## config.mk

```make
export PLATFORM = sky130hd
export DESIGN_NAME = dbsp_serial_port
export DESIGN_NICKNAME = d
export VERILOG_FILES = /design/src/dbsp_pkg.sv /design/src/dbsp_async_rx.sv /design/src/dbsp_serial_port.sv
export VERILOG_INCLUDE_DIRS = /design/src /design/src/src
export SDC_FILE = /design/constraint.sdc
export NUM_CORES = 1
export LEC_CHECK = 0
export BUFFER_PORTS_ARGS = -buffer_cell sky130_fd_sc_hd__clkbuf_2
export CAP_MARGIN = 10
export CORE_ASPECT_RATIO = 1.2
export CORE_MARGIN = 2
export CORE_UTILIZATION = 57
export DETAILED_ROUTE_END_ITERATION = 10
export PLACE_DENSITY_LB_ADDON = 0.3
export SETUP_SLACK_MARGIN = 0.3
export SKIP_LAST_GASP = 1
export SYNTH_ARGS = -nofsm -noshare
export SYNTH_HDL_FRONTEND = slang
export SYNTH_SLANG_ARGS = --single-unit
```

## constraint.sdc

```tcl
create_clock -name sys_clk -period 2.6 [get_ports sys_clk]
set_input_delay 0.26 -clock sys_clk [delete_from_list [all_inputs] [get_ports sys_clk]]
set_output_delay 0.26 -clock sys_clk [all_outputs]
set_load 0.03 [all_outputs]
```

## src/dbsp_defines.svh

```systemverilog
/*
 * Register offsets, field positions, reset values and timing counts
 * for the double buffered serial port.
 * Assumes inclusion by bare name from the package and the modules.
 */
`ifndef DBSP_DEFINES_SVH
`define DBSP_DEFINES_SVH

// register byte offsets on the wishbone slave
`define DBSP_OFS_DATA      4'h0
`define DBSP_OFS_CTRL      4'h4
`define DBSP_OFS_STAT      4'h8
`define DBSP_OFS_BAUD      4'hc

// control register fields
`define DBSP_CTRL_MODE_HI  7
`define DBSP_CTRL_MODE_LO  6
`define DBSP_CTRL_RXEN     4
`define DBSP_CTRL_TXNINE   3
`define DBSP_CTRL_RXNINE   2
`define DBSP_CTRL_TXDONE   1
`define DBSP_CTRL_RXDONE   0
`define DBSP_CTRL_RESET    8'h00

// status register fields
`define DBSP_STAT_OVERRUN  0
`define DBSP_STAT_BREAK    1
`define DBSP_STAT_TXBUSY   2
`define DBSP_STAT_HOLDFULL 3

// baud source select fields
`define DBSP_BAUD_RXT2     0
`define DBSP_BAUD_TXT2     1

// timing: ticks per bit, sample point, mode 2 divider
`define DBSP_TICKS_LAST    4'hf
`define DBSP_TICK_MID      4'h7
`define DBSP_M0_RISE       4'h8
`define DBSP_M2_DIV_LAST   1'h1

// last bit index of a frame per mode
`define DBSP_LAST_M0       4'h7
`define DBSP_LAST_M1       4'h9
`define DBSP_LAST_M23      4'ha

// break: full character time in rx ticks
`define DBSP_BRK_TICKS_8   8'ha0
`define DBSP_BRK_TICKS_9   8'hb0

`endif

```

## src/dbsp_pkg.sv

```systemverilog
/*
 * Types shared by the serial port modules.
 * Assumes dbsp_defines.svh is on the include path.
 */
`include "dbsp_defines.svh"

package dbsp_pkg;

   typedef enum logic [1:0] {
      DBSP_MODE_SHIFT = 2'b00,
      DBSP_MODE_UART8 = 2'b01,
      DBSP_MODE_FIX9  = 2'b10,
      DBSP_MODE_VAR9  = 2'b11
   } dbsp_mode_t;

   typedef enum logic [1:0] {
      DBSP_RX_IDLE  = 2'b00,
      DBSP_RX_START = 2'b01,
      DBSP_RX_SHIFT = 2'b10
   } dbsp_rx_state_t;

   typedef struct packed {
      logic [7:0] data;
      logic       ninth;
      logic       stop;
   } dbsp_char_t;

endpackage

```

## src/dbsp_async_rx.sv

```systemverilog
/*
 * Asynchronous receiver for modes 1 to 3: start bit check at mid bit,
 * eight data bits lsb first, optional ninth bit, stop bit.
 * Assumes a synchronised line and a 16x tick pulse on the same clock.
 */
`timescale 1ns/1ps
`include "dbsp_defines.svh"

module dbsp_async_rx
   import dbsp_pkg::*;
(
   // clock and reset
   input  wire logic       sys_clk,
   input  wire logic       rst_n,
   // control
   input  wire logic       rxTick,
   input  wire logic       rxEnable,
   input  wire logic       nineBit,
   input  wire logic       rxLine,
   // result
   output logic            charDone,
   output dbsp_char_t      charOut
);

   dbsp_rx_state_t state_r;
   logic [3:0]     tickCnt_r;
   logic [3:0]     bitIdx_r;
   logic           lineLast_r;
   logic [3:0]     lastIdx;

   assign lastIdx = nineBit ? `DBSP_LAST_M23 : `DBSP_LAST_M1;

   always_ff @(posedge sys_clk or negedge rst_n) begin
      if (!rst_n) begin
         lineLast_r <= 1'b1;
      end else begin
         lineLast_r <= rxLine;
      end
   end

   always_ff @(posedge sys_clk or negedge rst_n) begin
      if (!rst_n) begin
         state_r   <= DBSP_RX_IDLE;
         tickCnt_r <= 4'h0;
         bitIdx_r  <= 4'h0;
         charDone  <= 1'b0;
         charOut   <= '0;
      end else begin
         charDone <= 1'b0;
         unique case (state_r)
            DBSP_RX_IDLE: begin
               // falling edge only while enabled
               if (rxEnable && lineLast_r && !rxLine) begin
                  state_r   <= DBSP_RX_START;
                  tickCnt_r <= 4'h0;
                  bitIdx_r  <= 4'h0;
               end
            end
            DBSP_RX_START: begin
               if (rxTick) begin
                  tickCnt_r <= tickCnt_r + 4'h1;
                  if (tickCnt_r == `DBSP_TICK_MID) begin
                     // glitch, not a start bit
                     if (rxLine) begin
                        state_r <= DBSP_RX_IDLE;
                     end else begin
                        state_r <= DBSP_RX_SHIFT;
                     end
                  end
               end
            end
            DBSP_RX_SHIFT: begin
               if (rxTick) begin
                  tickCnt_r <= tickCnt_r + 4'h1;
                  if (tickCnt_r == `DBSP_TICK_MID) begin
                     bitIdx_r <= bitIdx_r + 4'h1;
                     if (bitIdx_r < 4'h8) begin
                        charOut.data <= {rxLine, charOut.data[7:1]};
                     end else if (nineBit && bitIdx_r == 4'h8) begin
                        charOut.ninth <= rxLine;
                     end
                     if (bitIdx_r + 4'h1 == lastIdx) begin
                        charOut.stop <= rxLine;
                        charDone     <= 1'b1;
                        state_r      <= DBSP_RX_IDLE;
                     end
                  end
               end
            end
            default: state_r <= DBSP_RX_IDLE;
         endcase
      end
   end

endmodule

```

## src/dbsp_serial_port.sv

```systemverilog
/*
 * One serial port: four modes, double buffered transmitter, receiver,
 * break detector, overrun flag, separate tx and rx requests, and a
 * classic wishbone register slave.
 * Assumes timer overflow pulses are one clock wide on sys_clk; the
 * serial input pin is asynchronous and synchronised here.
 */
`timescale 1ns/1ps
`include "dbsp_defines.svh"

// Notes on behaviour
// - mode 0: 8 bits lsb first, clock on tx
// - mode 1: start, 8 data, stop, timer baud
// - mode 1 receive stores stop bit
// - mode 2: 11 bits, ninth bit, osc/32
// - send ninth bit from software field
// - modes 2,3 keep ninth bit, ignore stop
// - mode 3 equals mode 2, timer baud
// - timer 1 default, per-port timer 2 select
// - one data address, separate tx/rx registers
// - data write starts transmission, any mode
// - mode 0 receive needs rx done 0, enable
// - async receive starts on start bit, enabled
// - one held byte behind the shifter
// - tx done at stop end or bit 8
// - tx done on write while idle
// - ninth bit read live, not buffered
// - independent break detector, pollable status bit
// - overrun when previous character not taken
// - separate tx and rx requests
// - control holds mode, ninth bits, flags
module dbsp_serial_port
   import dbsp_pkg::*;
(
   // clock and reset
   input  wire logic        sys_clk,
   input  wire logic        rst_n,
   // wishbone slave
   input  wire logic        wb_cyc_i,
   input  wire logic        wb_stb_i,
   input  wire logic        wb_we_i,
   input  wire logic [3:0]  wb_adr_i,
   input  wire logic [3:0]  wb_sel_i,
   input  wire logic [31:0] wb_dat_i,
   output logic      [31:0] wb_dat_o,
   output logic             wb_ack_o,
   // baud sources
   input  wire logic        timer1Ovf,
   input  wire logic        timer2Ovf,
   // pins
   input  wire logic        serialInPin,
   output logic             serialInPinOut,
   output logic             serialInPinOe,
   output logic             serialOutPin,
   // interrupt requests
   output logic             txIrq,
   output logic             rxIrq
);

   ////////////////////////////////////////////////////////////////////
   // registers and shared nets

   dbsp_mode_t  mode_r;
   logic        rxEnable_r;
   logic        txNinth_r;
   logic        rxNinth_r;
   logic        txDone_r;
   logic        rxDone_r;
   logic        overrun_r;
   logic        breakStart_r;
   logic        rxTimerSel_r;
   logic        txTimerSel_r;
   logic [7:0]  rxData_r;
   logic [7:0]  holdData_r;
   logic        holdFull_r;
   logic        busy_r;
   logic        engRx_r;
   logic [7:0]  shiftData_r;
   logic [7:0]  m0RxData_r;
   logic [3:0]  tickCnt_r;
   logic [3:0]  bitIdx_r;
   logic        div2_r;
   logic        pinMeta_r;
   logic        pinSync_r;
   logic [7:0]  breakCnt_r;

   logic        busReq;
   logic        busWr;
   logic        wrData;
   logic        wrCtrl;
   logic        wrStat;
   logic        wrBaud;
   logic        rxTick;
   logic        txTick;
   logic        nineBit;
   logic [3:0]  lastIdx;
   logic        bitEnd;
   logic        frameEnd;
   logic        loadShift;
   logic        m0RxStart;
   logic        m0RxDone;
   logic        txFinish;
   logic        asyncDone;
   dbsp_char_t  asyncChar;
   logic        rxLoad;
   logic [7:0]  breakLimit;
   logic        txLine;

   ////////////////////////////////////////////////////////////////////
   // wishbone slave: ack one cycle after request

   assign busReq = wb_cyc_i && wb_stb_i && !wb_ack_o;
   // writes land on the ack edge, where the master samples ack
   assign busWr  = wb_cyc_i && wb_stb_i && wb_ack_o && wb_we_i
                   && wb_sel_i[0];
   assign wrData = busWr && wb_adr_i == `DBSP_OFS_DATA;
   assign wrCtrl = busWr && wb_adr_i == `DBSP_OFS_CTRL;
   assign wrStat = busWr && wb_adr_i == `DBSP_OFS_STAT;
   assign wrBaud = busWr && wb_adr_i == `DBSP_OFS_BAUD;

   always_ff @(posedge sys_clk or negedge rst_n) begin
      if (!rst_n) begin
         wb_ack_o <= 1'b0;
      end else begin
         wb_ack_o <= busReq;
      end
   end

   always_ff @(posedge sys_clk or negedge rst_n) begin
      if (!rst_n) begin
         wb_dat_o <= 32'h0000_0000;
      end else if (busReq && !wb_we_i) begin
         unique case (wb_adr_i)
            `DBSP_OFS_DATA: wb_dat_o <= {24'h000000, rxData_r};
            `DBSP_OFS_CTRL: wb_dat_o <= {24'h000000, mode_r, 1'b0,
               rxEnable_r, txNinth_r, rxNinth_r, txDone_r,
               rxDone_r};
            `DBSP_OFS_STAT: wb_dat_o <= {28'h0000000, holdFull_r,
               busy_r, breakStart_r, overrun_r};
            `DBSP_OFS_BAUD: wb_dat_o <= {30'h00000000, txTimerSel_r,
               rxTimerSel_r};
            default:        wb_dat_o <= 32'h0000_0000;
         endcase
      end
   end

   ////////////////////////////////////////////////////////////////////
   // control fields written by software

   always_ff @(posedge sys_clk or negedge rst_n) begin
      if (!rst_n) begin
         mode_r     <= DBSP_MODE_SHIFT;
         rxEnable_r <= 1'b0;
         txNinth_r  <= 1'b0;
      end else if (wrCtrl) begin
         mode_r     <= dbsp_mode_t'(wb_dat_i[`DBSP_CTRL_MODE_HI:
                                             `DBSP_CTRL_MODE_LO]);
         rxEnable_r <= wb_dat_i[`DBSP_CTRL_RXEN];
         txNinth_r  <= wb_dat_i[`DBSP_CTRL_TXNINE];
      end
   end

   always_ff @(posedge sys_clk or negedge rst_n) begin
      if (!rst_n) begin
         rxTimerSel_r <= 1'b0;
         txTimerSel_r <= 1'b0;
      end else if (wrBaud) begin
         rxTimerSel_r <= wb_dat_i[`DBSP_BAUD_RXT2];
         txTimerSel_r <= wb_dat_i[`DBSP_BAUD_TXT2];
      end
   end

   ////////////////////////////////////////////////////////////////////
   // baud ticks: 16 per bit in every mode

   always_ff @(posedge sys_clk or negedge rst_n) begin
      if (!rst_n) begin
         div2_r <= 1'b0;
      end else begin
         div2_r <= ~div2_r;
      end
   end

   // modes 1 and 3: timer 1 unless the port selects timer 2; mode 0 ticks every clock, mode 2 every 2nd
   always_comb begin
      unique case (mode_r)
         DBSP_MODE_SHIFT: begin
            rxTick = 1'b1;
            txTick = 1'b1;
         end
         DBSP_MODE_FIX9: begin
            rxTick = div2_r == `DBSP_M2_DIV_LAST;
            txTick = div2_r == `DBSP_M2_DIV_LAST;
         end
         default: begin
            rxTick = rxTimerSel_r ? timer2Ovf : timer1Ovf;
            txTick = txTimerSel_r ? timer2Ovf : timer1Ovf;
         end
      endcase
   end

   assign nineBit = mode_r == DBSP_MODE_FIX9 || mode_r == DBSP_MODE_VAR9;

   always_comb begin
      unique case (mode_r)
         DBSP_MODE_SHIFT: lastIdx = `DBSP_LAST_M0;
         DBSP_MODE_UART8: lastIdx = `DBSP_LAST_M1;
         default:         lastIdx = `DBSP_LAST_M23;
      endcase
   end

   ////////////////////////////////////////////////////////////////////
   // transmit holding stage and shift engine

   assign bitEnd   = busy_r && txTick && tickCnt_r == `DBSP_TICKS_LAST;
   assign frameEnd = bitEnd && bitIdx_r == lastIdx;
   assign txFinish = frameEnd && !engRx_r;
   assign m0RxDone = frameEnd && engRx_r;
   // next byte loads in the same cycle the frame ends: no gap
   assign loadShift = holdFull_r && (!busy_r || txFinish);
   assign m0RxStart = mode_r == DBSP_MODE_SHIFT && rxEnable_r
                      && !rxDone_r && !busy_r && !holdFull_r
                      && !(wb_cyc_i && wb_stb_i && wb_we_i
                           && wb_adr_i == `DBSP_OFS_DATA);

   always_ff @(posedge sys_clk or negedge rst_n) begin
      if (!rst_n) begin
         holdData_r <= 8'h00;
         holdFull_r <= 1'b0;
      end else if (wrData) begin
         // a write while full replaces the held byte
         holdData_r <= wb_dat_i[7:0];
         holdFull_r <= 1'b1;
      end else if (loadShift) begin
         holdFull_r <= 1'b0;
      end
   end

   always_ff @(posedge sys_clk or negedge rst_n) begin
      if (!rst_n) begin
         busy_r      <= 1'b0;
         engRx_r     <= 1'b0;
         shiftData_r <= 8'h00;
         tickCnt_r   <= 4'h0;
         bitIdx_r    <= 4'h0;
      end else if (loadShift) begin
         busy_r      <= 1'b1;
         engRx_r     <= 1'b0;
         shiftData_r <= holdData_r;
         tickCnt_r   <= 4'h0;
         bitIdx_r    <= 4'h0;
      end else if (m0RxStart) begin
         busy_r    <= 1'b1;
         engRx_r   <= 1'b1;
         tickCnt_r <= 4'h0;
         bitIdx_r  <= 4'h0;
      end else if (frameEnd) begin
         busy_r <= 1'b0;
      end else if (busy_r && txTick) begin
         tickCnt_r <= tickCnt_r + 4'h1;
         if (tickCnt_r == `DBSP_TICKS_LAST) begin
            bitIdx_r <= bitIdx_r + 4'h1;
         end
      end
   end

   // mode 0 samples the data pin on the rising shift clock
   always_ff @(posedge sys_clk or negedge rst_n) begin
      if (!rst_n) begin
         m0RxData_r <= 8'h00;
      end else if (busy_r && engRx_r && tickCnt_r == `DBSP_M0_RISE) begin
         m0RxData_r <= {pinSync_r, m0RxData_r[7:1]};
      end
   end

   // frame bit value; ninth bit taken live from the field
   always_comb begin
      if (bitIdx_r == 4'h0) begin
         txLine = 1'b0;
      end else if (bitIdx_r < 4'h9) begin
         txLine = shiftData_r[3'(bitIdx_r - 4'h1)];
      end else if (bitIdx_r == 4'h9 && nineBit) begin
         txLine = txNinth_r;
      end else begin
         txLine = 1'b1;
      end
   end

   ////////////////////////////////////////////////////////////////////
   // pins, all registered

   always_ff @(posedge sys_clk or negedge rst_n) begin
      if (!rst_n) begin
         serialOutPin   <= 1'b1;
         serialInPinOut <= 1'b1;
         serialInPinOe  <= 1'b0;
      end else if (mode_r == DBSP_MODE_SHIFT) begin
         // shift clock low for the first half of each bit
         serialOutPin   <= !(busy_r && tickCnt_r < `DBSP_M0_RISE);
         serialInPinOut <= shiftData_r[bitIdx_r[2:0]];
         serialInPinOe  <= busy_r && !engRx_r;
      end else begin
         serialOutPin   <= busy_r && !engRx_r ? txLine : 1'b1;
         serialInPinOut <= 1'b1;
         serialInPinOe  <= 1'b0;
      end
   end

   ////////////////////////////////////////////////////////////////////
   // receive path

   always_ff @(posedge sys_clk or negedge rst_n) begin
      if (!rst_n) begin
         pinMeta_r <= 1'b1;
         pinSync_r <= 1'b1;
      end else begin
         pinMeta_r <= serialInPin;
         pinSync_r <= pinMeta_r;
      end
   end

   dbsp_async_rx u_async_rx (
      .sys_clk  (sys_clk),
      .rst_n    (rst_n),
      .rxTick   (rxTick),
      .rxEnable (rxEnable_r && mode_r != DBSP_MODE_SHIFT),
      .nineBit  (nineBit),
      .rxLine   (pinSync_r),
      .charDone (asyncDone),
      .charOut  (asyncChar)
   );

   assign rxLoad = asyncDone || m0RxDone;

   // an unread character is kept and the new one dropped
   always_ff @(posedge sys_clk or negedge rst_n) begin
      if (!rst_n) begin
         rxData_r  <= 8'h00;
         rxNinth_r <= 1'b0;
      end else if (rxLoad && !rxDone_r) begin
         rxData_r <= asyncDone ? asyncChar.data : m0RxData_r;
         if (mode_r == DBSP_MODE_UART8) begin
            rxNinth_r <= asyncChar.stop;
         end else if (nineBit) begin
            rxNinth_r <= asyncChar.ninth;
         end
      end else if (wrCtrl) begin
         rxNinth_r <= wb_dat_i[`DBSP_CTRL_RXNINE];
      end
   end

   ////////////////////////////////////////////////////////////////////
   // flags: hardware set wins over a software clear

   always_ff @(posedge sys_clk or negedge rst_n) begin
      if (!rst_n) begin
         txDone_r <= 1'b0;
      end else if (txFinish || (wrData && !busy_r && !holdFull_r)) begin
         txDone_r <= 1'b1;
      end else if (wrCtrl) begin
         txDone_r <= wb_dat_i[`DBSP_CTRL_TXDONE];
      end
   end

   always_ff @(posedge sys_clk or negedge rst_n) begin
      if (!rst_n) begin
         rxDone_r <= 1'b0;
      end else if (rxLoad) begin
         rxDone_r <= 1'b1;
      end else if (wrCtrl) begin
         rxDone_r <= wb_dat_i[`DBSP_CTRL_RXDONE];
      end
   end

   // status flags clear by writing one
   always_ff @(posedge sys_clk or negedge rst_n) begin
      if (!rst_n) begin
         overrun_r <= 1'b0;
      end else if (rxLoad && rxDone_r) begin
         overrun_r <= 1'b1;
      end else if (wrStat && wb_dat_i[`DBSP_STAT_OVERRUN]) begin
         overrun_r <= 1'b0;
      end
   end

   ////////////////////////////////////////////////////////////////////
   // break detector, runs beside the receiver

   assign breakLimit = nineBit ? `DBSP_BRK_TICKS_9 : `DBSP_BRK_TICKS_8;

   always_ff @(posedge sys_clk or negedge rst_n) begin
      if (!rst_n) begin
         breakCnt_r <= 8'h00;
      end else if (pinSync_r || mode_r == DBSP_MODE_SHIFT) begin
         breakCnt_r <= 8'h00;
      end else if (rxTick && breakCnt_r != breakLimit) begin
         breakCnt_r <= breakCnt_r + 8'h01;
      end
   end

   always_ff @(posedge sys_clk or negedge rst_n) begin
      if (!rst_n) begin
         breakStart_r <= 1'b0;
      end else if (rxTick && breakCnt_r + 8'h01 == breakLimit
                   && !pinSync_r && mode_r != DBSP_MODE_SHIFT) begin
         breakStart_r <= 1'b1;
      end else if (wrStat && wb_dat_i[`DBSP_STAT_BREAK]) begin
         breakStart_r <= 1'b0;
      end
   end

   ////////////////////////////////////////////////////////////////////
   // two separate requests toward the interrupt controller

   always_ff @(posedge sys_clk or negedge rst_n) begin
      if (!rst_n) begin
         txIrq <= 1'b0;
         rxIrq <= 1'b0;
      end else begin
         txIrq <= txDone_r;
         rxIrq <= rxDone_r;
      end
   end

endmodule

```

==> metrics.txt <==
outcome=complete, no violations; RSZ-0062 raised after global routing=no; Synth Cell Area=5230 um2; Post-route DRC=0; routing usage on met3=4.01%; drt pass-1 iters=4; M2 GR Usage=34.1%; number of vias per cell=5.65; root buffer cell=clkbuf_8; FILL cells=728; post-route design area=5720 um2; Post-DP Area=5440 um2; synthesized instance count=469; Leak=0.00271 uW; FF+latch area=2530 um2; Remaining Overflow, GRT=0; main area contributors after synthesis=dfrtp_1 46%, mux2_2 9.1%, mux2i_1 3.4%; Starting Density=58.1%; Hold EP=wb_ack_o$_DFF_PN0_; maximum VDD drop=434 uV; most frequent cell after synthesis=dfrtp_1; layout cells sized above 1=24.4%; vias in the first global route=3392; setup TNS=0 ns; final setup fails=0; Worst EP required=2.91 ns; Tcrit/Tclk final=84.7%; nets=569; total core area=8990 um2; Clk Latency, worst-skew pair=0.37 ns; number of synthesized register bits=101; DP Wirelength=7.30 mm; deepest clock path buffer count=2; wire length per cell=15.5 um; area share of the largest cell type after synthesis=46.0%; final hold viol count=0; critical path's most frequent cell=buf_4; initial antenna violation count=0; die footprint=9950 um2; type of element capturing the critical path=flop; Pwr Density=705 nW/um2; worst hold path class=in2reg; total power=4030 uW; main flop type after synthesis=dfrtp_1; min cycle time layout=2.20 ns; list of most frequent post-synthesis cells=96 x dfrtp_1, 42 x mux2_2, 38 x nor2_1; CTS sink cnt=101; Setup CP Type=reg2reg; drt total wl=9.78 mm; Setup Skew=0.0113 ns; Placer Congestion=0.825; Rel. slew slack=63.3%; DIE WIDTH=91.4 um; reg2reg end=rxNinth_r$_DFFE_PN0P_; TritonCTS clock tree=done; Die H=109 um; EDFF count, synth=0; mean post-synth cell area=11.1 um2; yosys warns=0; Netlist cell types=59; H-tree depth=3; Seq/Total Area, Yosys=48.5%; Ports=86; Area Overhead vs Synth=9.46%; Slowest cell on crit path=dfrtp_2; R2R setup slack=0.40 ns; max-cap violations=0; cell depth of the worst flop-to-flop path=8; pin count of the biggest net entering global routing=48; via count=3578; Max Slew Vio Count=0; WP data arrival=2.51 ns; busiest grt layer=met2; register clock-pin slew on the reported worst setup and hold paths=0.10 ns; Worst R2R Start=mode_r[0]$_DFFE_PN0P_; area of the multi-input gates=2440 um2; met1 Usage GRT=25.3%; hold_sp=wb_stb_i; All-Layer GR Usage=20.4%; Max Clock Freq=454 MHz; # rows=38; number of buffers created by CTS=9; Worst Max-Slew Pin Slew=0.548 ns; DR iter-0 viols=116; ANT nets after route=0; hold depth=3; IO Port Bufs=34; CP cell instances=buf_4, and4bb_2, o21ai_2, a2111oi_4, o21a_1, buf_4, mux2i_1, o311a_1; first-pass GRT wire length=16.0 mm; Slowest Stage Delay on Critical Path=0.47 ns; diode count=0; area leader, netlist=dfrtp_1; fraction of registers with async set/reset=100%; crit start category=flop; crit path max fanout=8
[layout make-up]
type | count | area share (%)
timing repair buffer | 46 | 5.12
inverter | 19 | 1.25
tap | 120 | 2.63
multi-input combinational | 331 | 42.6
sequential | 101 | 44.3
clock inverter | 6 | 1.66
clock buffer | 10 | 2.41
[through the flow]
step	hold WS, ns	cells	utilization [%]	setup WS [ns]
after global routing	0.116	633	63.6	0.322
after floorplan	-0.0356	492	-	0.646
after detailed placement	0.194	613	60.5	0.376
after CTS	0.114	631	63.3	0.333
final	0.119	633	63.6	0.399
after global placement	0.192	613	60.5	0.431
[state kept, by name, indices dropped and copies added, names as in the netlist, 2 cells and up]
name / flops
u_async_rx.bitIdx_r: 4
u_async_rx.state_r: 2
shiftData_r: 8
rxData_r: 8
u_async_rx.charOut: 10
holdData_r: 8
u_async_rx.tickCnt_r: 4
wb_dat_o: 8
breakCnt_r: 8
mode_r: 2
m0RxData_r: 8
bitIdx_r: 4
tickCnt_r: 4
[where the power goes]
part	switching (uW)	internal (uW)	total (uW)	leakage (uW)
combinational	548	426	973	0.00128
sequential	182	1750	1930	0.00132
clock	550	576	1130	0.000111
total	1280	2750	4030	0.00271
[worst max-delay path: cells and delay by family (launching register included)]
family	cells	cell delay, ns
AO/OA/AOI/OAI	4	0.88
flip-flops	1	0.47
buffers and inverters	2	0.31
AND/OR/NAND/NOR	1	0.29
multiplexers	1	0.19
[how the worst max path moves through the flow]
stage               cells past startpoint                          startpoint                                end
floorplan                               7  u_async_rx.bitIdx_r[0]$_DFFE_PN0P_  u_async_rx.charOut[0]$_DFFE_PN0P_
finish                                  8               mode_r[0]$_DFFE_PN0P_              rxNinth_r$_DFFE_PN0P_
global placement                        8               mode_r[0]$_DFFE_PN0P_            rxData_r[0]$_DFFE_PN0N_
global route                            6               mode_r[1]$_DFFE_PN0P_  u_async_rx.state_r[0]$_DFFE_PN0P_
detailed placement                      8               mode_r[0]$_DFFE_PN0P_            rxData_r[0]$_DFFE_PN0N_
CTS                                     8               mode_r[0]$_DFFE_PN0P_            rxData_r[1]$_DFFE_PN0N_
[logic make-up after synthesis]
group | after synthesis | synth area share [%]
flip-flops | 101 | 48.5
multiplexers | 66 | 15.1
AO/OA/AOI/OAI | 76 | 10.9
buffers and inverters | 60 | 6.51
other | 1 | 0.0718
AND/OR/NAND/NOR | 137 | 13.3
adder cells (fa/ha/maj) | 13 | 3.11
XOR/XNOR | 15 | 2.51
[what timing repair did]
item	4_1_cts	5_1_grt
hold endpoints to repair	24	0
setup endpoints to repair	0	19
hold buffers	2	0
resized for setup	0	1
buffers inserted	0	2
[placed cells by master, fill, tap and decap left out, drive strengths merged, types with 6 or more instances in the layout]
master / instances
and3: 10
buf: 11
o21ai: 19
a22o: 13
nand2: 34
nand4: 8
conb: 24
nand3: 7
xnor2: 8
nor3: 16
ha: 13
nor2: 38
mux4: 6
a21oi: 16
mux2i: 18
dfrtp: 96
inv: 20
mux2: 42
clkbuf: 43
xor2: 7
[layer usage]
| layer | routed length [um] | part of all wire, % |
|---|---|---|
| met1 | 4310 | 44 |
| met2 | 4940 | 50 |
| met3 | 318 | 3.3 |
| met5 | 0 | 0 |
| met4 | 219 | 2.2 |
No activity file was read; power rests on OpenSTA's default activity.
